--- src/hc_ctrl_consts.vh ---
// Offsets, field positions, reset values and timing constants of the control/status register set
`ifndef HC_CTRL_CONSTS_VH
`define HC_CTRL_CONSTS_VH

// ==========================================
// Register byte addresses
`define ADDR_SPEC_REVISION 32'h8002_0000
`define ADDR_HOST_MODE_CONTROL 32'h8002_0004
`define ADDR_COMMAND_AND_STATUS 32'h8002_0008

// ==========================================
// Reset values
`define RST_SPEC_REVISION 32'h0000_0010
`define RST_ZERO32 32'h0000_0000
`define SPEC_VERSION_BCD 8'h10

// ==========================================
// host_mode_control fields
`define CBR_LO 0
`define CBR_HI 1
`define PLE_BIT 2
`define ISO_BIT 3
`define CLE_BIT 4
`define BLE_BIT 5
`define FS_LO 6
`define FS_HI 7
`define IR_BIT 8
`define RWW_BIT 9
`define RWO_BIT 10

// ==========================================
// command_and_status fields
`define SRC_BIT 0
`define CLF_BIT 1
`define BLF_BIT 2
`define OCR_BIT 3
`define OVT_LO 16
`define OVT_HI 17

// ==========================================
// Bus states
`define BUS_STATE_RESET 2'h0
`define BUS_STATE_RESUME 2'h1
`define BUS_STATE_RUNNING 2'h2
`define BUS_STATE_SLEEP 2'h3

// ==========================================
// Timing at 125 MHz
`define CLK_PERIOD_NS 8
`define SOF_DELAY_NS 1000000
// Cycle counts are sized to the timer width: 1 ms and 10 us at 8 ns per cycle
`define SOF_DELAY_CYCLES 17'h1_E848
`define SOFT_RESET_NS 10000
`define SOFT_RESET_CYCLES 17'h0_04E2
`define CNT_W 17
`define CNT_ONE 17'h0_0001
`define CNT_ZERO 17'h0_0000

`endif

--- src/hc_cycle_timer.v ---
// Down-counting one-shot timer: pulse when a loaded count runs out
`timescale 1ns/100ps
`include "hc_ctrl_consts.vh"

module hc_cycle_timer (
    input wire clk,
    input wire rst,
    input wire start,
    input wire cancel,
    input wire [`CNT_W-1:0] load,
    output reg busy,
    output reg done
);
    reg [`CNT_W-1:0] cnt_reg;

    always @(posedge clk or posedge rst) begin
        if (rst) begin
            cnt_reg <= `CNT_ZERO;
            busy <= 1'b0;
            done <= 1'b0;
        end else begin
            done <= 1'b0;
            if (cancel) begin
                busy <= 1'b0;
            end else if (start) begin
                cnt_reg <= load;
                busy <= 1'b1;
            end else if (busy) begin
                if (cnt_reg == `CNT_ONE) begin
                    busy <= 1'b0;
                    done <= 1'b1;
                end
                cnt_reg <= cnt_reg - `CNT_ONE;
            end
        end
    end
endmodule

--- src/hc_ctrl_status_regs.v ---
// Control and status register set of the host controller
// Operation
// - Revision register holds read-only BCD version 0x10.
// - Control/bulk ratio 1:1..4:1 decides control versus bulk service.
// - Control service count is kept across frame boundaries.
// - Periodic list enable checked before start; takes effect per frame.
// - Isochronous descriptor with enable clear abandons periodic list.
// - Control list enable checked on each decision; effect per frame.
// - Bulk list enable checked on each decision; effect per frame.
// - Bus state codes: 00 reset, 01 resume, 10 running, 11 sleep.
// - Start-of-frame generation begins 1 ms after entering running.
// - Controller itself changes state only from sleep to resume.
// - Soft reset gives sleep; hard reset gives reset plus port reset.
// - Routing bit picks normal or management interrupt; kept on soft reset.
// - Remote wake wired bit cleared by hard reset only.
// - Wake enable with resume seen signals remote wakeup.
// - Soft reset command moves to sleep, resets registers, self-clears.
// - Soft reset does not reset root hub or drive port reset.
// - Control filled flag gates, is cleared on start, set on finding.
// - Bulk filled flag gates, is cleared on start, set on finding.
// - Ownership request raises change flag; cleared after changeover.
// - Two-bit overrun tally counts every overrun and wraps.
// - Registers are reached through the system bus slave port.
`timescale 1ns/100ps
`include "hc_ctrl_consts.vh"

module hc_ctrl_status_regs (
    // Clock and reset
    input wire REF_CLK,
    input wire RST,
    // Register port from the bus slave
    input wire REG_SEL,
    input wire REG_WRITE,
    input wire [31:0] REG_ADDR,
    input wire [31:0] REG_WDATA,
    output reg [31:0] REG_RDATA,
    output wire REG_READY,
    output wire REG_ERROR,
    // List processor
    input wire FRAME_START,
    input wire NONPERIODIC_DECIDE,
    input wire CTRL_ED_SERVED,
    input wire PERIODIC_START_REQ,
    input wire ISO_ED_FOUND,
    input wire CTRL_LIST_BEGIN,
    input wire CTRL_TD_FOUND,
    input wire BULK_LIST_BEGIN,
    input wire BULK_TD_FOUND,
    input wire SCHED_OVERRUN,
    output wire PERIODIC_GO,
    output wire ISO_CONTINUE,
    output wire CTRL_GO,
    output wire BULK_GO,
    output wire SERVE_CTRL_NEXT,
    // Bus state control
    input wire RESUME_DETECT,
    input wire RESUME_SEEN,
    input wire OWNER_CHANGED,
    output wire [1:0] BUS_STATE,
    output reg SOF_ENABLE,
    output wire PORT_RESET_DRIVE,
    output wire ROOT_HUB_RESET,
    output wire SOFT_RESET_BUSY,
    output wire OWNER_CHANGE_SET,
    output wire IRQ_TO_MGMT,
    output wire REMOTE_WAKEUP
);
    // ==========================================
    // Registers
    reg [1:0] ctrl_bulk_ratio_reg;
    reg periodic_list_on_reg;
    reg iso_endpoint_enable_reg;
    reg ctrl_list_on_reg;
    reg bulk_list_on_reg;
    reg [1:0] functional_state_reg;
    reg interrupt_routing_reg;
    reg remote_wake_wired_reg;
    reg remote_wake_on_reg;
    reg soft_reset_cmd_reg;
    reg ctrl_list_filled_reg;
    reg bulk_list_filled_reg;
    reg owner_change_request_reg;
    reg [1:0] overrun_tally_reg;
    reg [2:0] ctrl_served_reg;
    reg port_reset_reg;
    // Frame-latched enables and the previous bus state
    reg periodic_frame_reg;
    reg iso_frame_reg;
    reg ctrl_frame_reg;
    reg bulk_frame_reg;
    reg [1:0] prev_state_reg;

    wire hit_rev = REG_ADDR == `ADDR_SPEC_REVISION;
    wire hit_ctl = REG_ADDR == `ADDR_HOST_MODE_CONTROL;
    wire hit_cmd = REG_ADDR == `ADDR_COMMAND_AND_STATUS;
    wire mapped = hit_rev | hit_ctl | hit_cmd;
    // Bus blocked while soft reset runs
    wire bus_ok = REG_SEL & ~soft_reset_cmd_reg;
    wire wr_ctl = bus_ok & REG_WRITE & hit_ctl;
    wire wr_cmd = bus_ok & REG_WRITE & hit_cmd;
    wire soft_start = wr_cmd & REG_WDATA[`SRC_BIT];
    wire rst_done;
    wire timer_busy;

    assign REG_READY = bus_ok;
    assign REG_ERROR = bus_ok & ~mapped;

    // ==========================================
    // Soft reset duration timer
    hc_cycle_timer u_soft_timer (
        .clk(REF_CLK),
        .rst(RST),
        .start(soft_start),
        .cancel(1'b0),
        .load(`SOFT_RESET_CYCLES),
        .busy(timer_busy),
        .done(rst_done)
    );

    // ==========================================
    // Start-of-frame delay after entering running
    wire enter_run = (functional_state_reg == `BUS_STATE_RUNNING) &&
                     (prev_state_reg != `BUS_STATE_RUNNING);
    wire sof_done;
    wire sof_busy;
    hc_cycle_timer u_sof_timer (
        .clk(REF_CLK),
        .rst(RST),
        .start(enter_run),
        .cancel(functional_state_reg != `BUS_STATE_RUNNING),
        .load(`SOF_DELAY_CYCLES),
        .busy(sof_busy),
        .done(sof_done)
    );

    always @(posedge REF_CLK or posedge RST) begin
        if (RST) begin
            prev_state_reg <= `BUS_STATE_RESET;
            SOF_ENABLE <= 1'b0;
        end else begin
            prev_state_reg <= functional_state_reg;
            if (functional_state_reg != `BUS_STATE_RUNNING) begin
                SOF_ENABLE <= 1'b0;
            end else if (sof_done) begin
                SOF_ENABLE <= 1'b1;
            end
        end
    end

    // ==========================================
    // Mode control register
    always @(posedge REF_CLK or posedge RST) begin
        if (RST) begin
            ctrl_bulk_ratio_reg <= 2'h0;
            periodic_list_on_reg <= 1'b0;
            iso_endpoint_enable_reg <= 1'b0;
            ctrl_list_on_reg <= 1'b0;
            bulk_list_on_reg <= 1'b0;
            functional_state_reg <= `BUS_STATE_RESET;
            interrupt_routing_reg <= 1'b0;
            remote_wake_wired_reg <= 1'b0;
            remote_wake_on_reg <= 1'b0;
            port_reset_reg <= 1'b1;
        end else if (soft_start) begin
            // Routing and wired bits survive soft reset
            ctrl_bulk_ratio_reg <= 2'h0;
            periodic_list_on_reg <= 1'b0;
            iso_endpoint_enable_reg <= 1'b0;
            ctrl_list_on_reg <= 1'b0;
            bulk_list_on_reg <= 1'b0;
            functional_state_reg <= `BUS_STATE_SLEEP;
            remote_wake_on_reg <= 1'b0;
        end else if (wr_ctl) begin
            ctrl_bulk_ratio_reg <= REG_WDATA[`CBR_HI:`CBR_LO];
            periodic_list_on_reg <= REG_WDATA[`PLE_BIT];
            iso_endpoint_enable_reg <= REG_WDATA[`ISO_BIT];
            ctrl_list_on_reg <= REG_WDATA[`CLE_BIT];
            bulk_list_on_reg <= REG_WDATA[`BLE_BIT];
            functional_state_reg <= REG_WDATA[`FS_HI:`FS_LO];
            interrupt_routing_reg <= REG_WDATA[`IR_BIT];
            remote_wake_wired_reg <= REG_WDATA[`RWW_BIT];
            remote_wake_on_reg <= REG_WDATA[`RWO_BIT];
            port_reset_reg <= REG_WDATA[`FS_HI:`FS_LO] == `BUS_STATE_RESET;
        end else if (functional_state_reg == `BUS_STATE_SLEEP && RESUME_DETECT) begin
            functional_state_reg <= `BUS_STATE_RESUME;
        end
    end

    // ==========================================
    // Per-frame latching of list enables
    always @(posedge REF_CLK or posedge RST) begin
        if (RST) begin
            periodic_frame_reg <= 1'b0;
            iso_frame_reg <= 1'b0;
            ctrl_frame_reg <= 1'b0;
            bulk_frame_reg <= 1'b0;
        end else if (FRAME_START) begin
            // Changes made mid-frame wait for the next start of frame
            periodic_frame_reg <= periodic_list_on_reg;
            iso_frame_reg <= iso_endpoint_enable_reg;
            ctrl_frame_reg <= ctrl_list_on_reg;
            bulk_frame_reg <= bulk_list_on_reg;
        end
    end

    assign PERIODIC_GO = PERIODIC_START_REQ & periodic_frame_reg;
    assign ISO_CONTINUE = ISO_ED_FOUND & iso_frame_reg;
    assign CTRL_GO = CTRL_LIST_BEGIN & ctrl_frame_reg & ctrl_list_filled_reg;
    assign BULK_GO = BULK_LIST_BEGIN & bulk_frame_reg & bulk_list_filled_reg;
    // Ratio encodes one less than the number of control descriptors
    assign SERVE_CTRL_NEXT = NONPERIODIC_DECIDE & (ctrl_served_reg <= {1'b0, ctrl_bulk_ratio_reg});

    // ==========================================
    // Control service count: not cleared at frame start
    always @(posedge REF_CLK or posedge RST) begin
        if (RST) begin
            ctrl_served_reg <= 3'h0;
        end else if (soft_start) begin
            ctrl_served_reg <= 3'h0;
        end else if (NONPERIODIC_DECIDE && !SERVE_CTRL_NEXT) begin
            ctrl_served_reg <= 3'h0;
        end else if (CTRL_ED_SERVED && !ctrl_served_reg[2]) begin
            // Saturates at four so a 4:1 ratio cannot wrap back to control
            ctrl_served_reg <= ctrl_served_reg + 3'h1;
        end
    end

    // ==========================================
    // Command and status register
    always @(posedge REF_CLK or posedge RST) begin
        if (RST) begin
            soft_reset_cmd_reg <= 1'b0;
            ctrl_list_filled_reg <= 1'b0;
            bulk_list_filled_reg <= 1'b0;
            owner_change_request_reg <= 1'b0;
            overrun_tally_reg <= 2'h0;
        end else begin
            if (soft_start) begin
                soft_reset_cmd_reg <= 1'b1;
            end else if (rst_done) begin
                soft_reset_cmd_reg <= 1'b0;
            end
            if (soft_start) begin
                ctrl_list_filled_reg <= 1'b0;
                bulk_list_filled_reg <= 1'b0;
                owner_change_request_reg <= 1'b0;
                overrun_tally_reg <= 2'h0;
            end else begin
                // Hardware set wins over clear in the same cycle
                if (CTRL_TD_FOUND || (wr_cmd && REG_WDATA[`CLF_BIT])) begin
                    ctrl_list_filled_reg <= 1'b1;
                end else if (CTRL_GO) begin
                    ctrl_list_filled_reg <= 1'b0;
                end
                if (BULK_TD_FOUND || (wr_cmd && REG_WDATA[`BLF_BIT])) begin
                    bulk_list_filled_reg <= 1'b1;
                end else if (BULK_GO) begin
                    bulk_list_filled_reg <= 1'b0;
                end
                if (wr_cmd && REG_WDATA[`OCR_BIT]) begin
                    owner_change_request_reg <= 1'b1;
                end else if (OWNER_CHANGED) begin
                    owner_change_request_reg <= 1'b0;
                end
                if (SCHED_OVERRUN) begin
                    overrun_tally_reg <= overrun_tally_reg + 2'h1;
                end
            end
        end
    end

    assign OWNER_CHANGE_SET = wr_cmd & REG_WDATA[`OCR_BIT];
    assign BUS_STATE = functional_state_reg;
    assign PORT_RESET_DRIVE = port_reset_reg & (functional_state_reg == `BUS_STATE_RESET);
    assign ROOT_HUB_RESET = RST;
    assign SOFT_RESET_BUSY = soft_reset_cmd_reg;
    assign IRQ_TO_MGMT = interrupt_routing_reg;
    assign REMOTE_WAKEUP = remote_wake_on_reg & RESUME_SEEN;

    // ==========================================
    // Read data, registered; reserved bits zero
    always @(posedge REF_CLK or posedge RST) begin
        if (RST) begin
            REG_RDATA <= `RST_ZERO32;
        end else if (bus_ok && !REG_WRITE) begin
            REG_RDATA <= `RST_ZERO32;
            if (hit_rev) begin
                REG_RDATA[7:0] <= `SPEC_VERSION_BCD;
            end else if (hit_ctl) begin
                REG_RDATA[`CBR_HI:`CBR_LO] <= ctrl_bulk_ratio_reg;
                REG_RDATA[`PLE_BIT] <= periodic_list_on_reg;
                REG_RDATA[`ISO_BIT] <= iso_endpoint_enable_reg;
                REG_RDATA[`CLE_BIT] <= ctrl_list_on_reg;
                REG_RDATA[`BLE_BIT] <= bulk_list_on_reg;
                REG_RDATA[`FS_HI:`FS_LO] <= functional_state_reg;
                REG_RDATA[`IR_BIT] <= interrupt_routing_reg;
                REG_RDATA[`RWW_BIT] <= remote_wake_wired_reg;
                REG_RDATA[`RWO_BIT] <= remote_wake_on_reg;
            end else if (hit_cmd) begin
                REG_RDATA[`SRC_BIT] <= soft_reset_cmd_reg;
                REG_RDATA[`CLF_BIT] <= ctrl_list_filled_reg;
                REG_RDATA[`BLF_BIT] <= bulk_list_filled_reg;
                REG_RDATA[`OCR_BIT] <= owner_change_request_reg;
                REG_RDATA[`OVT_HI:`OVT_LO] <= overrun_tally_reg;
            end
        end
    end
endmodule

--- config.mk ---
export PLATFORM = sky130hd
export DESIGN_NAME = hc_ctrl_status_regs
export DESIGN_NICKNAME = d
export VERILOG_FILES = /design/src/hc_cycle_timer.v /design/src/hc_ctrl_status_regs.v
export VERILOG_INCLUDE_DIRS = /design/src /design/src/src
export SDC_FILE = /design/constraint.sdc
export NUM_CORES = 1
export LEC_CHECK = 0
export BUFFER_PORTS_ARGS = -buffer_cell sky130_fd_sc_hd__buf_2
export CORE_UTILIZATION = 48
export CTS_BUF_LIST = sky130_fd_sc_hd__clkbuf_4 sky130_fd_sc_hd__clkbuf_8
export DETAILED_ROUTE_END_ITERATION = 12
export PLACE_DENSITY_LB_ADDON = 0.3
export SLEW_MARGIN = 20
export SYNTH_ARGS = -nofsm -noshare
export SYNTH_HDL_FRONTEND = slang
export SYNTH_SLANG_ARGS = --single-unit
--- constraint.sdc ---
create_clock -name REF_CLK -period 2.9 [get_ports REF_CLK]
set_clock_uncertainty 0.15 [all_clocks]
set_input_delay 0.58 -clock REF_CLK [delete_from_list [all_inputs] [get_ports REF_CLK]]
set_output_delay 0.58 -clock REF_CLK [all_outputs]
set_load 0.02 [all_outputs]
==> results.cfg <==
[floorplanning]
rows = 32
die_area_sq_mm = 0.00869
core_area_sq_mm = 0.00789
die_h_um = 93.2
dieWidth_um = 93.2
boundaryPins = 129
initial_core_util = 0.507

[flow_run]
maxCapViolations = 0

[clock_network]
clkLatencyLatePin_ns = 0.34
cts-buffers-inserted = 9
cts_htree_levels = 3
path_clk_slew_ns = 0.08
cts_tree = done
ctsHoldBuffers = 0
cts_buffer_depth = 2
cts_root_buffer = clkbuf_8
cts_sinks = 79

[synth]
synthArstFlopShare = 1.00
netlist.top_cell.by_area = dfrtp_1
synth_edf_count = 0
ys_top_cells_by_count = 78 x dfrtp_1, 46 x nor2_1, 45 x nand2_1
synth_area_sq_mm = 0.00400
yosys_register_bits = 79
synth_seq_area_share = 0.495
synth_area_leaders = dfrtp_1 49%, xor2_1 4.6%, nor2_1 4.3%
avgSynthCellArea_sq_um = 10.1
yosysUniqueCellTypes = 52
synthMostInstantiatedCell = dfrtp_1
synth_warnings = 0
yosysTopAreaCellShare = 0.489
syn_inst = 396
synth_flop_cell = dfrtp_1

[timing]
holdWs_ns = 0.162
setup_tns_ns = 0
period_needed_ns = 2.67
period_share = 0.919
fin_ws_ns = 0.234
tightest_slew_ns = 0.592
rsz0062_at_grt = no
final-setup-viol-count = 0
slew_violations = 0
max_freq_mhz = 375
final_hold_viol_count = 0
slew_headroom = 0.602

[layout]
regArea_sq_mm = 0.00198
fin_nets = 577
fillCellCount = 665
drive_gt1_frac = 0.264
num_antenna_cells = 0
syn_to_final_growth_pct = 17.3
multi_input_area_sq_mm = 0.00183

[detailed_routing]
routedWlPerCell_um = 14.3
drc_errors = 0
totalWireLength_mm = 8.49
drtIter0Drc = 161
via_per_inst = 5.29
drt_first_pass_iters = 4
ant_nets = 0
num_vias = 3150

[global_routing]
grt_pass1_vias = 3160
grt_first_pass_wirelength_mm = 14.6
overflow = 0
antenna_found_initial = 0
grt_usage = 0.214
grt_max_degree = 80

[power]
p_leak_nw = 2.27
power_w = 0.00248
power_density_mw_per_mm2 = 530
ir_drop_uv = 303

[placement]
globalplace.congestion = 0.860
io_buffers = 88
place_ws_ns = 0.180
dpl.hpwl_mm = 6.20

[worst_setup_path]
r2r_slack_ns = 0.71
path_max_fanout = 6
required_ns = 2.17
endpoint_kind = output port
critPathLaunchType = input pin
criticalPathCategory = in2out
cp.arrival_ns = 1.94

[min_path]
hold_class = in2async

[status]
status = completed
critical path, cell delays in order:
cell and delay (ns):
buf_2 0.10, nor4b_2 0.27, nand4_1 0.28, nor3_2 0.29, and3_1 0.23, buf_2 0.18
what timing repair did:
action | in CTS | in global routing
buffers inserted | 0 | 0
setup endpoints to repair | 0 | 1
resized for setup | 0 | 1
power by group:
group / leakage, nW / switching [W] / internal (W)
Combinational: 1.18 / 0.000232 / 0.000176
Clock: 0.0922 / 0.000405 / 0.000405
Sequential: 1.00 / 0.0000795 / 0.00119
cell type report:
| type | instances | area share |
|---|---|---|
| inverter | 9 | 0.00721 |
| multi-input combinational | 293 | 0.392 |
| tap | 102 | 0.0272 |
| timing repair buffer | 97 | 0.111 |
| clock buffer | 10 | 0.0280 |
| sequential | 79 | 0.422 |
| clock inverter | 5 | 0.0126 |
routing by layer:
metal  routed length [um]  global-route usage  vias up
met1                 3930               0.278     1537
met3                  355              0.0585       10
met2                 4100               0.355       79
met5                    0                   0        -
met4                  107              0.0526        0
li1                     -                   -     1524
cell usage in the layout, fill, tap and decap left out, types with 3 or more instances in the layout:
cell type / instances
and2_1: 5
nor3b_1: 6
and3_1: 4
nand3_1: 13
a22oi_1: 3
xnor2_1: 13
o31ai_1: 4
mux2_2: 4
nor2b_1: 9
nor4_1: 9
nand4_1: 4
xor2_1: 21
clkbuf_8: 9
buf_2: 88
a31oi_1: 5
a22o_1: 9
nand2b_1: 4
a21oi_1: 11
or4_1: 3
buf_4: 8
o21ai_0: 9
conb_1: 19
nor2_1: 46
dfrtp_1: 78
nand2_1: 45
nand4b_1: 4
nor3_1: 7
inv_1: 8
ha_1: 7
worst paths after layout:
check | from | end | cells after the start
worst max-delay path | REG_ADDR[1] | OWNER_CHANGE_SET | 6
worst min-delay path | RST | REG_RDATA[9]$_DFFE_PP0P_ | 3
worst max register to register | SOFT_RESET_BUSY$_DFFE_PP0P_ | IRQ_TO_MGMT$_DFFE_PP0P_ | 6
worst min register to register | u_soft_timer.done$_DFF_PP0_ | SOFT_RESET_BUSY$_DFFE_PP0P_ | 1
max in group asynchronous | RST | u_soft_timer.cnt_reg[6]$_DFFE_PP0P_ | 3
min in group REF_CLK | REG_WDATA[7] | port_reset_reg$_DFFE_PP1P_ | 2
cell families (layout without fill, tap and decap cells):
| group | after synthesis | in the layout | synth area share |
|---|---|---|---|
| AND/OR/NAND/NOR | 173 | 173 | 0.226 |
| multiplexers | 7 | 7 | 0.0213 |
| other | 1 | 19 | 0.000939 |
| AO/OA/AOI/OAI | 53 | 53 | 0.0958 |
| flip-flops | 79 | 79 | 0.495 |
| buffers and inverters | 42 | 121 | 0.0639 |
| XOR/XNOR | 34 | 34 | 0.0745 |
| adder cells (fa/ha/maj) | 7 | 7 | 0.0219 |
per-stage QoR:
stage,util,instance area (sq um),std cells
6_report,0.594,4680,595
5_1_grt,0.594,4680,595
4_1_cts,0.593,4680,595
3_5_place_dp,0.569,4490,580
3_3_place_gp,0.569,4490,580
2_1_floorplan,-,4060,414
(Power assumes the default switching activity.)
